[config.mk]
export PLATFORM = sky130hd
export DESIGN_NAME = ecp_host
export DESIGN_NICKNAME = d
export VERILOG_FILES = /design/src/ecp_pkg.sv /design/src/ecp_host.sv
export SDC_FILE = /design/constraint.sdc
export NUM_CORES = 1
export LEC_CHECK = 0
export BUFFER_PORTS_ARGS = -buffer_cell sky130_fd_sc_hd__buf_2
export CAP_MARGIN = 30
export CELL_PAD_IN_SITES_DETAIL_PLACEMENT = 2
export CELL_PAD_IN_SITES_GLOBAL_PLACEMENT = 2
export CORE_MARGIN = 1.5
export CORE_UTILIZATION = 39
export CTS_BUF_LIST = sky130_fd_sc_hd__clkbuf_8
export CTS_CLUSTER_SIZE = 14
export DETAILED_ROUTE_END_ITERATION = 8
export GPL_TIMING_DRIVEN = 0
export HOLD_SLACK_MARGIN = 0.08
export PLACE_DENSITY = 0.83
export REMOVE_ABC_BUFFERS = 1
export SLEW_MARGIN = 20
export SYNTH_ARGS = -nofsm -noshare
export SYNTH_HDL_FRONTEND = slang
export SYNTH_SLANG_ARGS = --single-unit
[constraint.sdc]
create_clock -name ref_clk -period 5.1 [get_ports ref_clk]
set_input_delay 1.02 -clock ref_clk [delete_from_list [all_inputs] [get_ports ref_clk]]
set_output_delay 1.02 -clock ref_clk [all_outputs]
set_load 0.02 [all_outputs]
[src/ecp_pkg.sv]
package ecp_pkg;

  // ----------------------------------------------------------------------
  // Timing
  // ----------------------------------------------------------------------
  localparam int CLK_PERIOD_PS = 5000;
  localparam int QUAL_MIN_NS = 75;
  localparam int QUAL_MAX_NS = 130;
  // Least time rounds up to whole cycles of the 200 MHz clock.
  localparam int QUAL_CYC =
    (QUAL_MIN_NS * 1000 + CLK_PERIOD_PS - 1) / CLK_PERIOD_PS;
  localparam logic [4:0] QUAL_LAST = 5'(QUAL_CYC - 1);
  localparam logic [4:0] QUAL_CNT_RST = 5'h00;

  // ----------------------------------------------------------------------
  // Handshake states
  // ----------------------------------------------------------------------
  typedef enum logic [6:0] {
    ST_FIDLE  = 7'h01,
    ST_FSETUP = 7'h02,
    ST_FSTB   = 7'h04,
    ST_FREL   = 7'h08,
    ST_RIDLE  = 7'h10,
    ST_RACK   = 7'h20,
    ST_RTURN  = 7'h40
  } ecp_state_e;

  // ----------------------------------------------------------------------
  // Pin carriers
  // ----------------------------------------------------------------------
  typedef struct packed {
    logic [7:0] pd;
    logic busy;
    logic nack;
    logic nfault;
  } ecp_pin_in_s;

  typedef struct packed {
    logic [7:0] pd;
    logic pd_oe;
    logic nstb;
    logic nstb_oe;
    logic nafd;
    logic nafd_oe;
  } ecp_pin_out_s;

  typedef struct packed {
    ecp_state_e st;
    logic stb_v;
    logic afd_v;
    logic [7:0] rx_data;
    logic rx_valid;
    logic tx_ready;
    ecp_pin_out_s pins;
  } ecp_top_s;

  localparam ecp_pin_out_s PINS_RST = '{pd: 8'h00, pd_oe: 1'b0,
    nstb: 1'b1, nstb_oe: 1'b0, nafd: 1'b1, nafd_oe: 1'b0};
  localparam ecp_top_s TOP_RST = '{st: ST_FIDLE, stb_v: 1'b1,
    afd_v: 1'b1, rx_data: 8'h00, rx_valid: 1'b0, tx_ready: 1'b0,
    pins: PINS_RST};

  typedef struct packed {
    logic s1;
    logic s2;
    logic q;
    logic [4:0] cnt;
  } ecp_qual_s;

endpackage

[src/ecp_host.sv]
`timescale 1ns/1ps

// ------------------------------------------------------------------------
// Input qualifier: two-flop synchroniser then a stability filter.
// ------------------------------------------------------------------------
module ecp_qual #(
  parameter logic INIT = 1'b1
) (
  input wire logic ref_clk, // Core clock.
  input wire logic rst_b,   // Asynchronous reset, active low.
  input wire logic din,     // Raw pin level.
  output logic sync,        // Synchronised level, not filtered.
  output logic q            // Qualified level.
);
  import ecp_pkg::*;

  ecp_qual_s r;
  ecp_qual_s next_r;

  // A change is accepted only once the synced level has differed from
  // the qualified one for the full interval; any bounce restarts it.
  always_comb begin
    next_r = r;
    next_r.s1 = din;
    next_r.s2 = r.s1;
    if (r.s2 == r.q) begin
      next_r.cnt = QUAL_CNT_RST;
    end else if (r.cnt == QUAL_LAST) begin
      next_r.q = r.s2;
      next_r.cnt = QUAL_CNT_RST;
    end else begin
      next_r.cnt = r.cnt + 5'h01;
    end
  end

  // State register.
  always_ff @(posedge ref_clk or negedge rst_b) begin
    if (!rst_b) begin
      r <= '{s1: INIT, s2: INIT, q: INIT, cnt: QUAL_CNT_RST};
    end else begin
      r <= next_r;
    end
  end

  assign sync = r.s2;
  assign q = r.q;
endmodule

// ------------------------------------------------------------------------
// ------------------------------------------------------------------------
module ecp_host (
  input wire logic ref_clk,              // 200 MHz core clock.
  input wire logic rst_b,                // Asynchronous reset, active low.
  input wire logic mode_ecp,             // 1 push-pull, 0 open-collector.
  input wire logic dir_rev,              // Requested direction, 1 reverse.
  input wire logic tx_valid,             // Outgoing byte waiting.
  input wire logic [7:0] tx_data,        // Outgoing byte.
  input wire logic tx_cmd,               // Flag, 1 data, 0 command.
  output logic tx_ready,                 // Byte taken, one-cycle pulse.
  input wire logic rx_room,              // Receive buffer has room.
  input wire logic tc_seen,              // Terminal count received.
  output logic rx_valid,                 // Byte received, one-cycle pulse.
  output logic [7:0] rx_data,            // Received byte.
  output logic periph_req,               // Reverse requested, active high.
  output logic rev_active,               // Link in the reverse direction.
  input wire ecp_pkg::ecp_pin_in_s pin_i, // Pin levels in.
  output ecp_pkg::ecp_pin_out_s pin_o     // Pin drive out.
);
  import ecp_pkg::*;

  ecp_top_s r;
  ecp_top_s next_r;
  logic busy_q;
  logic nack_q;
  logic nfault_s;

  // ----------------------------------------------------------------------
  // Input qualification
  // ----------------------------------------------------------------------
  // BUSY idles low, nAck and nFault idle high.
  ecp_qual #(.INIT(1'b0)) u_busy (.ref_clk(ref_clk), .rst_b(rst_b),
    .din(pin_i.busy), .sync(), .q(busy_q));
  ecp_qual #(.INIT(1'b1)) u_nack (.ref_clk(ref_clk), .rst_b(rst_b),
    .din(pin_i.nack), .sync(), .q(nack_q));
  // The fault request is level only, so it is passed on after the sync.
  ecp_qual #(.INIT(1'b1)) u_nflt (.ref_clk(ref_clk), .rst_b(rst_b),
    .din(pin_i.nfault), .sync(nfault_s), .q());

  // ----------------------------------------------------------------------
  // Handshake engine
  // ----------------------------------------------------------------------
  // Direction changes are taken only from the two idle states so a byte
  // in flight is never cut.
  always_comb begin
    next_r = r;
    next_r.rx_valid = 1'b0;
    next_r.tx_ready = 1'b0;
    case (r.st)
      ST_FIDLE: begin
        next_r.stb_v = 1'b1;
        if (dir_rev && !busy_q) begin
          next_r.st = ST_RIDLE;
          next_r.afd_v = 1'b0;
        end else if (tx_valid && !busy_q) begin
          next_r.pins.pd = tx_data;
          next_r.afd_v = tx_cmd;
          next_r.tx_ready = 1'b1;
          next_r.st = ST_FSETUP;
        end
      end
      ST_FSETUP: begin
        next_r.stb_v = 1'b0;
        next_r.st = ST_FSTB;
      end
      ST_FSTB: begin
        if (busy_q) begin
          next_r.stb_v = 1'b1;
          next_r.st = ST_FREL;
        end
      end
      ST_FREL: begin
        if (!busy_q) begin
          next_r.st = ST_FIDLE;
        end
      end
      ST_RIDLE: begin
        next_r.afd_v = 1'b0;
        if (!dir_rev && nack_q) begin
          next_r.st = ST_RTURN;
        end else if (!nack_q && rx_room && !tc_seen) begin
          next_r.rx_data = pin_i.pd;
          next_r.afd_v = 1'b1;
          next_r.st = ST_RACK;
        end
      end
      ST_RACK: begin
        if (nack_q) begin
          next_r.rx_valid = 1'b1;
          next_r.afd_v = 1'b0;
          next_r.st = ST_RIDLE;
        end
      end
      ST_RTURN: begin
        next_r.afd_v = 1'b1;
        next_r.st = ST_FIDLE;
      end
      default: begin
        next_r = TOP_RST;
      end
    endcase
    // Output drivers. In open-collector mode a high is a released pin,
    // so the wire level equals the logical value in both modes and a
    // mode flip never moves the line.
    next_r.pins.nstb = mode_ecp ? next_r.stb_v : 1'b0;
    next_r.pins.nstb_oe = mode_ecp | ~next_r.stb_v;
    next_r.pins.nafd = mode_ecp ? next_r.afd_v : 1'b0;
    next_r.pins.nafd_oe = mode_ecp | ~next_r.afd_v;
    next_r.pins.pd_oe = (next_r.st & (ST_RIDLE | ST_RACK)) == 7'h00;
  end

  // State register.
  always_ff @(posedge ref_clk or negedge rst_b) begin
    if (!rst_b) begin
      r <= TOP_RST;
    end else begin
      r <= next_r;
    end
  end

  assign pin_o = r.pins;
  assign tx_ready = r.tx_ready;
  assign rx_valid = r.rx_valid;
  assign rx_data = r.rx_data;
  assign periph_req = ~nfault_s;
  assign rev_active = (r.st == ST_RIDLE) || (r.st == ST_RACK);

  logic lvl_stb;
  logic lvl_afd;
  assign lvl_stb = pin_o.nstb_oe ? pin_o.nstb : 1'b1;
  assign lvl_afd = pin_o.nafd_oe ? pin_o.nafd : 1'b1;
endmodule

### Word level (Yosys, flattened, before mapping)

Index checks and enable logic that the tools add are counted.

| word-level totals | value |
|---|---|
| flip-flop bits (word level) | 50 |

| operators by class | value |
|---|---|
| mux-type cells | 27 |
| equal/unequal tests | 20 |
| reduce and logical (&&, ||, !) cells | 20 |
| add/sub/neg operators | 2 |
| bitwise logic cells | 9 |

Operator list:

| kind | count |
|---|---|
| $mux W7 | 6 |
| $pmux W7 S6 | 1 |
| $mux W9 | 4 |
| $mux W5 | 4 |
| $pmux W9 S2 | 1 |
| $pmux W8 S2 | 1 |
| $reduce_or A6 Y1 | 2 |
| $add A5 B1 Y5 const B | 2 |
| $eq A5 B4 Y1 const B | 2 |
| $ne A2 B2 Y1 const B | 5 |
| $mux W8 | 1 |
| $eq A7 B1 Y1 const B | 1 |
| $eq A7 B2 Y1 const B | 1 |
| $eq A7 B3 Y1 const B | 1 |
| $eq A7 B4 Y1 const B | 1 |
| $eq A7 B5 Y1 const B | 1 |
| $eq A7 B6 Y1 const B | 1 |
| $eq A7 B7 Y1 const B | 1 |
| $logic_not A7 Y1 | 1 |
| $mux W1 | 7 |
| $not A1 Y1 | 7 |
| $ne A3 B3 Y1 const B | 2 |
| $reduce_and A3 Y1 | 2 |
| $logic_and A1 B1 Y1 | 5 |
| other kinds (11) | 18 |

### Longest topological paths before layout

Gate-level depths: netlist (run 1).

| logic depth | value |
|---|---|
| depth in word-level cells | 8 |
| depth in mapped cells | 6 |

### Modules after synthesis

Synthesis (run 1) repeated with hierarchy kept, for this count alone.

| unflattened totals | value |
|---|---|
| cell total of the unflattened synthesis | 245 |
| area total of the unflattened synthesis | 2822.7 um^2 |

Modules (own cells, without submodules):

| module | sequential area each (um^2) | cells an instance | instances | area an instance (um^2) |
|---|---|---|---|---|
| ecp_host | 807.0 | 170 | 1 | 1865.5 |
| ecp_qual at u_nack ... | 203.9 | 25 | 2 | 320.3 |
| ecp_qual at u_busy | 200.2 | 25 | 1 | 316.6 |

### Worst setup path after synthesis (run 1)

No wires, ideal clock.

| timing | value |
|---|---|
| path type | register to output |
| from | reg r[27] (netlist bit) |
| to | out rev_active |
| slack | 2565 ps |
| data arrival time | 1515 ps |
| stages on the path, launching flop included | 5 |
| cell sequence | dfrtp_1 buf_4 nor3_1 clkbuf_1 and3_1 |

| between the ends | value |
|---|---|
| longest elaborated chain between the ends | 2 |

RTL lines:

| element | line | text |
|---|---|---|
| from (decl) | ecp_host.sv:71 | `ecp_top_s r;` |
| from (signal assigned) | ecp_host.sv:166 | `r <= next_r;` |
| $eq A7 B5 Y1 / $eq A7 B6 Y1 (equally long branches) | n/a |  |
| $logic_or A1 B1 Y1 * | ecp_host.sv:175 | `assign rev_active = (r.st == ST_RIDLE) \|\| (r.st == ST_RACK);` |
| to (decl) | ecp_host.sv:65 | `output logic rev_active,` |

Every way passes the cells marked *; elsewhere a longest branch is shown, timed or not.

### Final worst setup path (run 1)

| timing | value |
|---|---|
| from | reg r[31] (netlist bit) |
| to | out rev_active |

The elaborated chain is that of the path after synthesis.

==> report_table.html, run 1 <==
<table>
<tr><th>Metric</th><th>Value</th></tr>
<tr><th colspan="2">Global route</th></tr>
<tr><td>Maximum number of pins on one net before global-route repair</td><td>33</td></tr>
<tr><td>Overall Global Routing Usage</td><td>19.36%</td></tr>
<tr><td>Overflow after GRT</td><td>0</td></tr>
<tr><td>Global-route wire length before repair</td><td>10700 um</td></tr>
<tr><td>Antenna violations before repair</td><td>0</td></tr>
<tr><td>Vias in the first global route</td><td>2063</td></tr>
<tr><th colspan="2">Synth</th></tr>
<tr><td>Post-synth EDFFs</td><td>0</td></tr>
<tr><td>Mapped cell area</td><td>2525 um^2</td></tr>
<tr><td>Count of state elements after synthesis</td><td>50</td></tr>
<tr><td>Largest cells by area after synthesis</td><td>dfrtp_1, dfstp_2, buf_4, a221o_1, a22o_1</td></tr>
<tr><td>Largest family of logic cells by synthesized area</td><td>simple AND/OR/NAND/NOR gates</td></tr>
<tr><td>Number of warnings reported in the yosys synthesis log</td><td>0</td></tr>
<tr><td>Multiplexer share of the synthesized area</td><td>0.8920%</td></tr>
<tr><td>Synthesized area per cell</td><td>11.32 um^2</td></tr>
<tr><td>Leading post-synthesis cells by instance count</td><td>dfrtp_1, buf_4, nor2_1</td></tr>
<tr><td>Sequential element share of the synthesized area</td><td>50.05%</td></tr>
<tr><td>Area share of the largest cell type after synthesis</td><td>39.64%</td></tr>
<tr><td>Synth Area in Simple Gates</td><td>around 18%</td></tr>
<tr><td>Main flop type after synthesis</td><td>dfrtp_1</td></tr>
<tr><td>Cell with the most instances after synthesis</td><td>dfrtp_1</td></tr>
<tr><td>Synthesized-area fraction occupied by ao, oa, aoi and oai cells</td><td>15.71%</td></tr>
<tr><td>Adder-cell area share of the yosys netlist</td><td>1.982%</td></tr>
<tr><td>Xor-xnor portion of the synthesized cell area</td><td>3.469%</td></tr>
<tr><td>Library cell occupying the most area in the post-synthesis netlist</td><td>dfrtp_1</td></tr>
<tr><td>Post-synth cell types</td><td>51</td></tr>
<tr><td>Asr flop ratio synth</td><td>100.0%</td></tr>
<tr><td>Synthesized instance count</td><td>223</td></tr>
<tr><th colspan="2">Final layout</th></tr>
<tr><td>Final Non-Filler Cells</td><td>~330</td></tr>
<tr><td>Fill cell count</td><td>679</td></tr>
<tr><td>Relative area change from synthesis to final layout</td><td>10.56%</td></tr>
<tr><td>Area occupied by registers</td><td>1264 um^2</td></tr>
<tr><td>Final Util</td><td>between 40% and 50%</td></tr>
<tr><td>Ant. Diodes</td><td>0</td></tr>
<tr><td>Fraction of final layout cells with drive strength greater than 1</td><td>roughly 34%</td></tr>
<tr><td>Layout net count</td><td>280</td></tr>
<tr><td>Area used by multi-input combinational logic</td><td>1010 um^2</td></tr>
<tr><th colspan="2">Critical path</th></tr>
<tr><td>Data required time at the worst endpoint</td><td>4080 ps</td></tr>
<tr><td>Crit Path Class</td><td>flip-flop to primary output</td></tr>
<tr><td>Crit path launch type</td><td>flip-flop</td></tr>
<tr><td>Worst Reg2Reg Path Length in Cells</td><td>4</td></tr>
<tr><td>Crit end category</td><td>primary output</td></tr>
<tr><td>Maximum cell stage delay along the critical path</td><td>around 550 ps</td></tr>
<tr><td>Crit Path Max Fanout</td><td>10</td></tr>
<tr><td>Cell chain of the critical path</td><td>nor3_2, and3_1, buf_2</td></tr>
<tr><td>Arr. time, crit path</td><td>1780 ps</td></tr>
<tr><td>Reg-to-reg slack, setup</td><td>2800 ps</td></tr>
<tr><td>CP max stage cell</td><td>nor3_2</td></tr>
<tr><th colspan="2">STA</th></tr>
<tr><td>Fin. Hold Viols</td><td>0</td></tr>
<tr><td>Setup tns final</td><td>0 ps</td></tr>
<tr><td>Max Clock Freq</td><td>357.3 MHz</td></tr>
<tr><td>Fraction of the cycle the final worst path needs</td><td>54.87%</td></tr>
<tr><td>Worst clock skew</td><td>8.405 ps</td></tr>
<tr><td>Setup repair after global routing missed its margin</td><td>no</td></tr>
<tr><td>Post-layout minimum cycle time</td><td>~2800 ps</td></tr>
<tr><td>Slew at the pin closest to its max-slew limit</td><td>854.6 ps</td></tr>
<tr><td>Worst rel slew slack</td><td>a little over two fifths</td></tr>
<tr><td>Number of slew-limit violations in the final report</td><td>0</td></tr>
<tr><td>Count of endpoints failing setup in the final report</td><td>0</td></tr>
<tr><th colspan="2">Floorplan</th></tr>
<tr><td>Ports</td><td>52</td></tr>
<tr><td>Initial cell density of the core</td><td>between 30% and 40%</td></tr>
<tr><td>Floorplan Core Area</td><td>about 6300 um^2</td></tr>
<tr><td>Die outline height</td><td>83.46 um</td></tr>
<tr><td>Overall die width</td><td>83.46 um</td></tr>
<tr><td>Row count</td><td>29</td></tr>
<tr><td>Die Footprint</td><td>approximately 7000 um^2</td></tr>
<tr><th colspan="2">Place</th></tr>
<tr><td>Port Buffers</td><td>51</td></tr>
<tr><td>GP Congestion</td><td>0.7867</td></tr>
<tr><td>Placed wire-length estimate after detailed placement</td><td>4442 um</td></tr>
<tr><td>Placed insts</td><td>around 320</td></tr>
<tr><th colspan="2">Detailed routing</th></tr>
<tr><td>Wire length per cell</td><td>roughly 19 um</td></tr>
<tr><td>Routed WL</td><td>6222 um</td></tr>
<tr><td>Total iterations of the first detailed-routing run</td><td>4</td></tr>
<tr><td>Total number of vias</td><td>~1.8k</td></tr>
<tr><td>Remaining antenna violation count</td><td>0</td></tr>
<tr><td>Per-cell via count in the routed design</td><td>5.609</td></tr>
<tr><td>DRC</td><td>0</td></tr>
<tr><td>Initial drt markers</td><td>between 60 and 70</td></tr>
<tr><th colspan="2">Clocking</th></tr>
<tr><td>Inserted Clock Buffers</td><td>5</td></tr>
<tr><td>Insertion delay of the later-clocked pin in the worst-skew pair</td><td>310 ps</td></tr>
<tr><td>Clock tree from TritonCTS</td><td>yes</td></tr>
<tr><td>Post-CTS setup buffer count</td><td>0</td></tr>
<tr><td>Clock Tree Buf Depth</td><td>2</td></tr>
<tr><td>Clock Tree Root</td><td>clkbuf_8</td></tr>
<tr><td>Post-cts gate resize count</td><td>0</td></tr>
<tr><td>TritonCTS sink count</td><td>50</td></tr>
<tr><td>Hold Buf Count CTS</td><td>0</td></tr>
<tr><td>CTS clock-pin slew for the worst setup and hold paths</td><td>90 ps</td></tr>
<tr><td>Number of H-tree levels</td><td>2</td></tr>
<tr><th colspan="2">Power</th></tr>
<tr><td>Reported leakage power</td><td>1.328 nW</td></tr>
<tr><td>Peak VDD IR</td><td>178.6 uV</td></tr>
<tr><td>Final Total Pwr</td><td>1.269 mW</td></tr>
<tr><td>PD cells</td><td>454.7 nW/um^2</td></tr>
<tr><th colspan="2">Hold path</th></tr>
<tr><td>Hold path depth</td><td>0</td></tr>
<tr><td>Worst min path class</td><td>flip-flop to flip-flop</td></tr>
<tr><th colspan="2">Outcome</th></tr>
<tr><td>Run status</td><td>complete, no violations</td></tr>
<tr><th colspan="2">Job</th></tr>
<tr><td>Number of max-capacitance violations reported</td><td>0</td></tr>
</table>
[placed cells by master, fill, tap and decap left out, drive strengths merged, types with 2 or more instances in the layout]
cell type  instances
a21oi              3
a221o              8
a22o               9
a22oi              2
a31oi              2
and3              10
buf               53
clkbuf             5
clkinv             2
dfrtp             40
dfstp             10
ha                 4
inv                7
mux2               2
nand2              5
nand2b             2
nand3              9
nand4b             2
nor2              14
nor3               7
nor3b              2
nor4               4
nor4b              7
o211ai             2
o21a               2
o21ai              5
o31ai              2
or2                2
xnor2              2
xor2               8
[area by class of cell]
cell class                 count  share of cell area, %
timing repair buffer          53                  10.26
clock buffer                   5                  2.465
sequential                    50                  45.27
tap                           77                  3.451
multi-input combinational    132                  36.17
inverter                       7                 0.9413
clock inverter                 3                  1.434
[where the power goes]
| part | internal, mW | leakage [nW] | switching [mW] |
|---|---|---|---|
| logic | 0.172 | 0.630 | 0.271 |
| clock network | 0.145 | 0.0579 | 0.136 |
| registers | 0.471 | 0.639 | 0.0760 |
[metal layers]
layer	vias to the layer above	track usage [%]	wire length, um
met3	6	2.770	164
li1	845	-	-
met2	29	33.48	3295
met5	-	0	0
met1	954	25.02	2683
met4	0	6.557	78
[final timing paths]
path                                       startpoint                     to
min reg2reg                u_nack.next_r[6]$_DFF_PN1_  u_nack.sync$_DFF_PN1_
max                                 r[31]$_DFFE_PN0P_             rev_active
max reg2reg                           r[29]$_DFF_PN0_     pin_o[0]$_DFF_PN0_
min                        u_nack.next_r[6]$_DFF_PN1_  u_nack.sync$_DFF_PN1_
min in group asynchronous                       rst_b  u_busy.r[3]$_DFF_PN0_
max in group asynchronous                       rst_b   u_nack.q$_DFFE_PN1P_
[logic make-up (layout without fill, tap and decap cells)]
| logic type | after synthesis | after routing |
|---|---|---|
| AO/OA/AOI/OAI | 45 | 45 |
| XOR/XNOR | 10 | 10 |
| adder cells (fa/ha/maj) | 4 | 4 |
| buffers and inverters | 41 | 68 |
| flip-flops | 50 | 50 |
| multiplexers | 2 | 2 |
| AND/OR/NAND/NOR | 71 | 71 |
[sequential cells by signal (all words and copies together) (netlist names), 5 cells and up]
| name | count |
|---|---|
| u_busy.r | 5 |
| u_nack.r | 5 |
| r | 9 |
| rx_data | 8 |
| pin_o | 13 |
[critical path, delay by kind of cell, from the launching register on]
family        cells  cell delay, ps
simple gates      2             810
buf+inv           1             160
flops             1             500
[through the flow]
stage	instance area, um^2	hold WS [ps]	setup WS [ps]
2_1_floorplan	2295	331.2	2437
3_3_place_gp	2646	333.9	1678
3_5_place_dp	2683	349.0	2377
4_1_cts	2791	362.9	2289
5_1_grt	2791	367.1	2202
6_report	2791	352.5	2301
Power figures use the tool's default switching activity.
==> run 2: changes to the inputs <==
--- a/config.mk
+++ b/config.mk
@@ -5,18 +5,19 @@
 export SDC_FILE = /design/constraint.sdc
 export NUM_CORES = 1
 export LEC_CHECK = 0
+export ABC_AREA = 1
 export BUFFER_PORTS_ARGS = -buffer_cell sky130_fd_sc_hd__buf_2
 export CAP_MARGIN = 30
 export CELL_PAD_IN_SITES_DETAIL_PLACEMENT = 2
 export CELL_PAD_IN_SITES_GLOBAL_PLACEMENT = 2
 export CORE_MARGIN = 1.5
-export CORE_UTILIZATION = 39
+export CORE_UTILIZATION = 30
 export CTS_BUF_LIST = sky130_fd_sc_hd__clkbuf_8
 export CTS_CLUSTER_SIZE = 14
 export DETAILED_ROUTE_END_ITERATION = 8
 export GPL_TIMING_DRIVEN = 0
 export HOLD_SLACK_MARGIN = 0.08
-export PLACE_DENSITY = 0.83
+export PLACE_DENSITY = 0.74
 export REMOVE_ABC_BUFFERS = 1
 export SLEW_MARGIN = 20
 export SYNTH_ARGS = -nofsm -noshare
==> constraint.sdc (replaced) <==
create_clock -name ref_clk -period 2.4 [get_ports ref_clk]
set_input_delay 0.48 -clock ref_clk [delete_from_list [all_inputs] [get_ports ref_clk]]
set_output_delay 0.48 -clock ref_clk [all_outputs]
set_load 0.02 [all_outputs]
==> run 2 against run 1 <==
  * Global-route usage shrank 4.7 points
  * Register-to-register slack worse by 2200 ps
  * Critical path type unchanged
  * Critical path depth is 3 higher
  * Cell count increased by 26%
  * Clock power increased to 2.6 times the previous value
  * Setup slack got worse by 1900 ps
  * Sequential share of layout area up 0.43 points
  * Largest power group unchanged
  * Non-clock buffer count is 2 lower
  * Hold slack got worse by 170 ps
==> report_table.html, run 2 <==
<table>
<tr><th>Metric</th><th>Value</th></tr>
<tr><th colspan="2">Outcome</th></tr>
<tr><td>Run status</td><td>complete, no violations</td></tr>
<tr><th colspan="2">Detailed routing</th></tr>
<tr><td>Routed WL</td><td>5697 um (-8.4%)</td></tr>
<tr><td>Initial drt markers</td><td>67 (+3.1%)</td></tr>
<tr><td>Per-cell via count in the routed design</td><td>4.498 (-20%)</td></tr>
<tr><td>Wire length per cell</td><td>13.83 um (-27%)</td></tr>
<tr><td>Remaining antenna violation count</td><td>0 (unchanged)</td></tr>
<tr><td>Total number of vias</td><td>1853 (+1.0%)</td></tr>
<tr><td>DRC</td><td>0 (unchanged)</td></tr>
<tr><td>Total iterations of the first detailed-routing run</td><td>4 (unchanged)</td></tr>
<tr><th colspan="2">Critical path</th></tr>
<tr><td>Critical path origin</td><td>r[27]$_DFFE_PN0P_</td></tr>
<tr><td>Data required time at the worst endpoint</td><td>1920 ps (-2160 ps)</td></tr>
<tr><td>Cell chain of the critical path</td><td>nor2_2, nand2_2, inv_2, nand2_2, nand2_4, buf_2</td></tr>
<tr><td>Crit Path Class</td><td>flip-flop to primary output</td></tr>
<tr><td>Arr. time, crit path</td><td>1480 ps (-300 ps)</td></tr>
<tr><td>Crit path launch type</td><td>flip-flop</td></tr>
<tr><td>CP bufs+invs</td><td>2 (+1)</td></tr>
<tr><td>Category of cells accounting for the largest share of critical-path delay</td><td>simple AND/OR/NAND/NOR gates</td></tr>
<tr><td>Crit end category</td><td>primary output</td></tr>
<tr><td>Maximum cell stage delay along the critical path</td><td>410 ps (-140 ps)</td></tr>
<tr><td>Worst flop-to-flop path startpoint</td><td>r[27]$_DFFE_PN0P_</td></tr>
<tr><td>Crit Path Max Fanout</td><td>4 (-6)</td></tr>
<tr><td>Reg-to-reg slack, setup</td><td>640 ps (-2160 ps)</td></tr>
<tr><td>CP max stage cell</td><td>dfrtp_1</td></tr>
<tr><td>Most frequent cell on the critical path</td><td>nand2_2</td></tr>
<tr><th colspan="2">STA</th></tr>
<tr><td>Max Clock Freq</td><td>511.4 MHz</td></tr>
<tr><td>Setup tns final</td><td>0 ps (unchanged)</td></tr>
<tr><td>Post-layout minimum cycle time</td><td>1955 ps</td></tr>
<tr><td>Number of slew-limit violations in the final report</td><td>0 (unchanged)</td></tr>
<tr><td>Worst rel slew slack</td><td>57.51% (+15 points)</td></tr>
<tr><td>Setup repair after global routing missed its margin</td><td>no</td></tr>
<tr><td>Worst hold slack</td><td>182.7 ps (-169.7 ps)</td></tr>
<tr><td>Fraction of the cycle the final worst path needs</td><td>81.47%</td></tr>
<tr><td>Fin. Hold Viols</td><td>0 (unchanged)</td></tr>
<tr><td>Worst clock skew</td><td>4.888 ps (-3.517 ps)</td></tr>
<tr><td>Count of endpoints failing setup in the final report</td><td>0 (unchanged)</td></tr>
<tr><td>Slew at the pin closest to its max-slew limit</td><td>637.4 ps (-217.2 ps)</td></tr>
<tr><th colspan="2">Synth</th></tr>
<tr><td>Library cell occupying the most area in the post-synthesis netlist</td><td>dfrtp_1</td></tr>
<tr><td>Cell with the most instances after synthesis</td><td>nand2_1</td></tr>
<tr><td>Post-synth EDFFs</td><td>0 (unchanged)</td></tr>
<tr><td>Count of state elements after synthesis</td><td>50 (unchanged)</td></tr>
<tr><td>Largest cells by area after synthesis</td><td>dfrtp_1, nand2_1, dfstp_2, buf_4, nand3_1</td></tr>
<tr><td>Leading post-synthesis cells by instance count</td><td>nand2_1, dfrtp_1, nor2_1</td></tr>
<tr><td>Main flop type after synthesis</td><td>dfrtp_1</td></tr>
<tr><td>Sequential element share of the synthesized area</td><td>52.49% (+2.4 points)</td></tr>
<tr><td>Synthesized area per cell</td><td>8.818 um^2 (-22%)</td></tr>
<tr><td>Area share of the largest cell type after synthesis</td><td>41.58% (+1.9 points)</td></tr>
<tr><td>Asr flop ratio synth</td><td>100.0% (unchanged)</td></tr>
<tr><td>Synthesized instance count</td><td>273 (+22%)</td></tr>
<tr><td>Number of warnings reported in the yosys synthesis log</td><td>0 (unchanged)</td></tr>
<tr><td>Mapped cell area</td><td>2407 um^2 (-4.7%)</td></tr>
<tr><td>Post-synth cell types</td><td>27 (-47%)</td></tr>
<tr><th colspan="2">Final layout</th></tr>
<tr><td>Relative area change from synthesis to final layout</td><td>14.86%</td></tr>
<tr><td>Design Area, Final</td><td>2765 um^2 (-0.94%)</td></tr>
<tr><td>Ant. Diodes</td><td>0 (unchanged)</td></tr>
<tr><td>Layout net count</td><td>340 (+21%)</td></tr>
<tr><td>Fraction of final layout cells with drive strength greater than 1</td><td>30.97% (-3.0 points)</td></tr>
<tr><td>Final Util</td><td>35.60% (-8.6 points)</td></tr>
<tr><td>Flip-flop count of the largest register after layout</td><td>13 (unchanged)</td></tr>
<tr><td>Most common cell after layout, fill and taps aside</td><td>nand2_1</td></tr>
<tr><td>Fill cell count</td><td>931 (+37%)</td></tr>
<tr><td>Commonest non-fill, non-tap cells in the layout</td><td>nand2_1, buf_2, dfrtp_1</td></tr>
<tr><th colspan="2">Global route</th></tr>
<tr><td>Maximum number of pins on one net before global-route repair</td><td>51 (+55%)</td></tr>
<tr><td>Overall Global Routing Usage</td><td>14.68% (-4.7 points)</td></tr>
<tr><td>Vias in the first global route</td><td>2049 (-0.68%)</td></tr>
<tr><td>Overflow after GRT</td><td>0 (unchanged)</td></tr>
<tr><td>Antenna violations before repair</td><td>0 (unchanged)</td></tr>
<tr><td>Global-route wire length before repair</td><td>9777 um (-8.6%)</td></tr>
<tr><th colspan="2">Power</th></tr>
<tr><td>Peak VDD IR</td><td>348.5 uV (+95%)</td></tr>
<tr><td>Final Total Pwr</td><td>2.663 mW (+110%)</td></tr>
<tr><td>Reported leakage power</td><td>1.516 nW (+14%)</td></tr>
<tr><td>PD cells</td><td>963.2 nW/um^2 (+110%)</td></tr>
<tr><th colspan="2">Clocking</th></tr>
<tr><td>TritonCTS sink count</td><td>50 (unchanged)</td></tr>
<tr><td>Post-cts gate resize count</td><td>0 (unchanged)</td></tr>
<tr><td>Clock tree from TritonCTS</td><td>yes</td></tr>
<tr><td>Clock Tree Root</td><td>clkbuf_8</td></tr>
<tr><td>Clock Tree Buf Depth</td><td>2 (unchanged)</td></tr>
<tr><td>Post-CTS setup buffer count</td><td>0 (unchanged)</td></tr>
<tr><td>CTS clock-pin slew for the worst setup and hold paths</td><td>90 ps (about the same)</td></tr>
<tr><td>Inserted Clock Buffers</td><td>5 (unchanged)</td></tr>
<tr><td>Insertion delay of the later-clocked pin in the worst-skew pair</td><td>310 ps (about the same)</td></tr>
<tr><td>Number of H-tree levels</td><td>2 (unchanged)</td></tr>
<tr><td>Hold Buf Count CTS</td><td>0 (unchanged)</td></tr>
<tr><th colspan="2">Place</th></tr>
<tr><td>Port Buffers</td><td>51 (unchanged)</td></tr>
<tr><td>Placed wire-length estimate after detailed placement</td><td>4320 um (-2.7%)</td></tr>
<tr><td>GP Congestion</td><td>0.7559 (-3.9%)</td></tr>
<tr><td>Standard cell area after detailed placement</td><td>2628 um^2 (-2.1%)</td></tr>
<tr><th colspan="2">Floorplan</th></tr>
<tr><td>Ports</td><td>52 (unchanged)</td></tr>
<tr><td>Die outline height</td><td>92.58 um (+11%)</td></tr>
<tr><td>Die Footprint</td><td>8571 um^2 (+23%)</td></tr>
<tr><td>Overall die width</td><td>92.58 um (+11%)</td></tr>
<tr><td>Initial cell density of the core</td><td>30.99% (-9.0 points)</td></tr>
<tr><td>Row count</td><td>32 (+10%)</td></tr>
<tr><td>Floorplan Core Area</td><td>7767 um^2 (+23%)</td></tr>
<tr><th colspan="2">Job</th></tr>
<tr><td>Number of max-capacitance violations reported</td><td>0 (unchanged)</td></tr>
<tr><th colspan="2">Hold path</th></tr>
<tr><td>Worst min path class</td><td>input pin to async pin</td></tr>
</table>
-- run 2: cell types whose count changed after synthesis, sizes merged, moves of 8 or more --
cell,delta
nand3,+17
and3,-10
nand2,+77
buf,-9
a221o,-8
inv,+24
a22o,-9
nor2,+23
-- run 2: cell families after synthesis --
logic type	Yosys count	synth area share (%)
AOI/OAI and AO/OA	10	3.274
DFF	50	52.49
xor gates and xnor gates	6	2.183
adders and majority gates	4	2.079
and+or+nand+nor	149	28.12
buffers and inverters	54	11.85
-- run 2: area by class of cell --
type / count / area [um^2] / area share, %
Sequential cell: 50 / 1264 / 45.70
Multi-Input combinational cell: 169 / 858.3 / 31.04
Timing Repair Buffer: 51 / 257.7 / 9.321
Tap cell: 102 / 127.6 / 4.615
Inverter: 32 / 120.1 / 4.344
Clock buffer: 5 / 68.82 / 2.489
Clock inverter: 3 / 68.82 / 2.489
-- run 2: path summary, 6_finish.rpt --
check                           cells past startpoint                          to
worst max-delay path                                6                  rev_active
worst min-delay path                                1      rx_data[6]$_DFFE_PN0P_
worst max register to register                      8          pin_o[0]$_DFF_PN0_
worst min register to register                      0       u_busy.sync$_DFF_PN0_
max in group asynchronous                           1        u_busy.q$_DFFE_PN0P_
min in group ref_clk                                1  u_nflt.next_r[6]$_DFF_PN1_
-- run 2: per-layer routing --
metal | up-vias | track usage, % | routed length, um
li1 | 891 | - | -
met3 | 6 | 2.874 | 140
met2 | 20 | 28.06 | 3215
met4 | 0 | 4.231 | 80
met1 | 936 | 16.23 | 2260
met5 | - | 0 | 0
-- run 2: worst register-to-register path, cell delays in order (launching register included) --
cell     delay [ps]
dfrtp_1         410
nor2_2          200
nand2_2         120
nor2_2          400
nand2_1         180
o21ai_1         130
nor2_1           70
nand2_2          80
nand2_1          50
-- run 2: report_power, final --
| group | switching [mW] | internal [mW] | total (mW) |
|---|---|---|---|
| registers | 0.0673 | 1.00 | 1.07 |
| clock network | 0.296 | 0.418 | 0.714 |
| logic | 0.611 | 0.268 | 0.878 |
| total | 0.974 | 1.69 | 2.66 |
-- run 2: through the flow --
step	instances	worst slack, ps
2_1_floorplan	251	1014
5_1_grt	412	341.1
3_3_place_gp	404	666.5
4_1_cts	412	408.5
3_5_place_dp	404	596.2
6_report	412	444.7
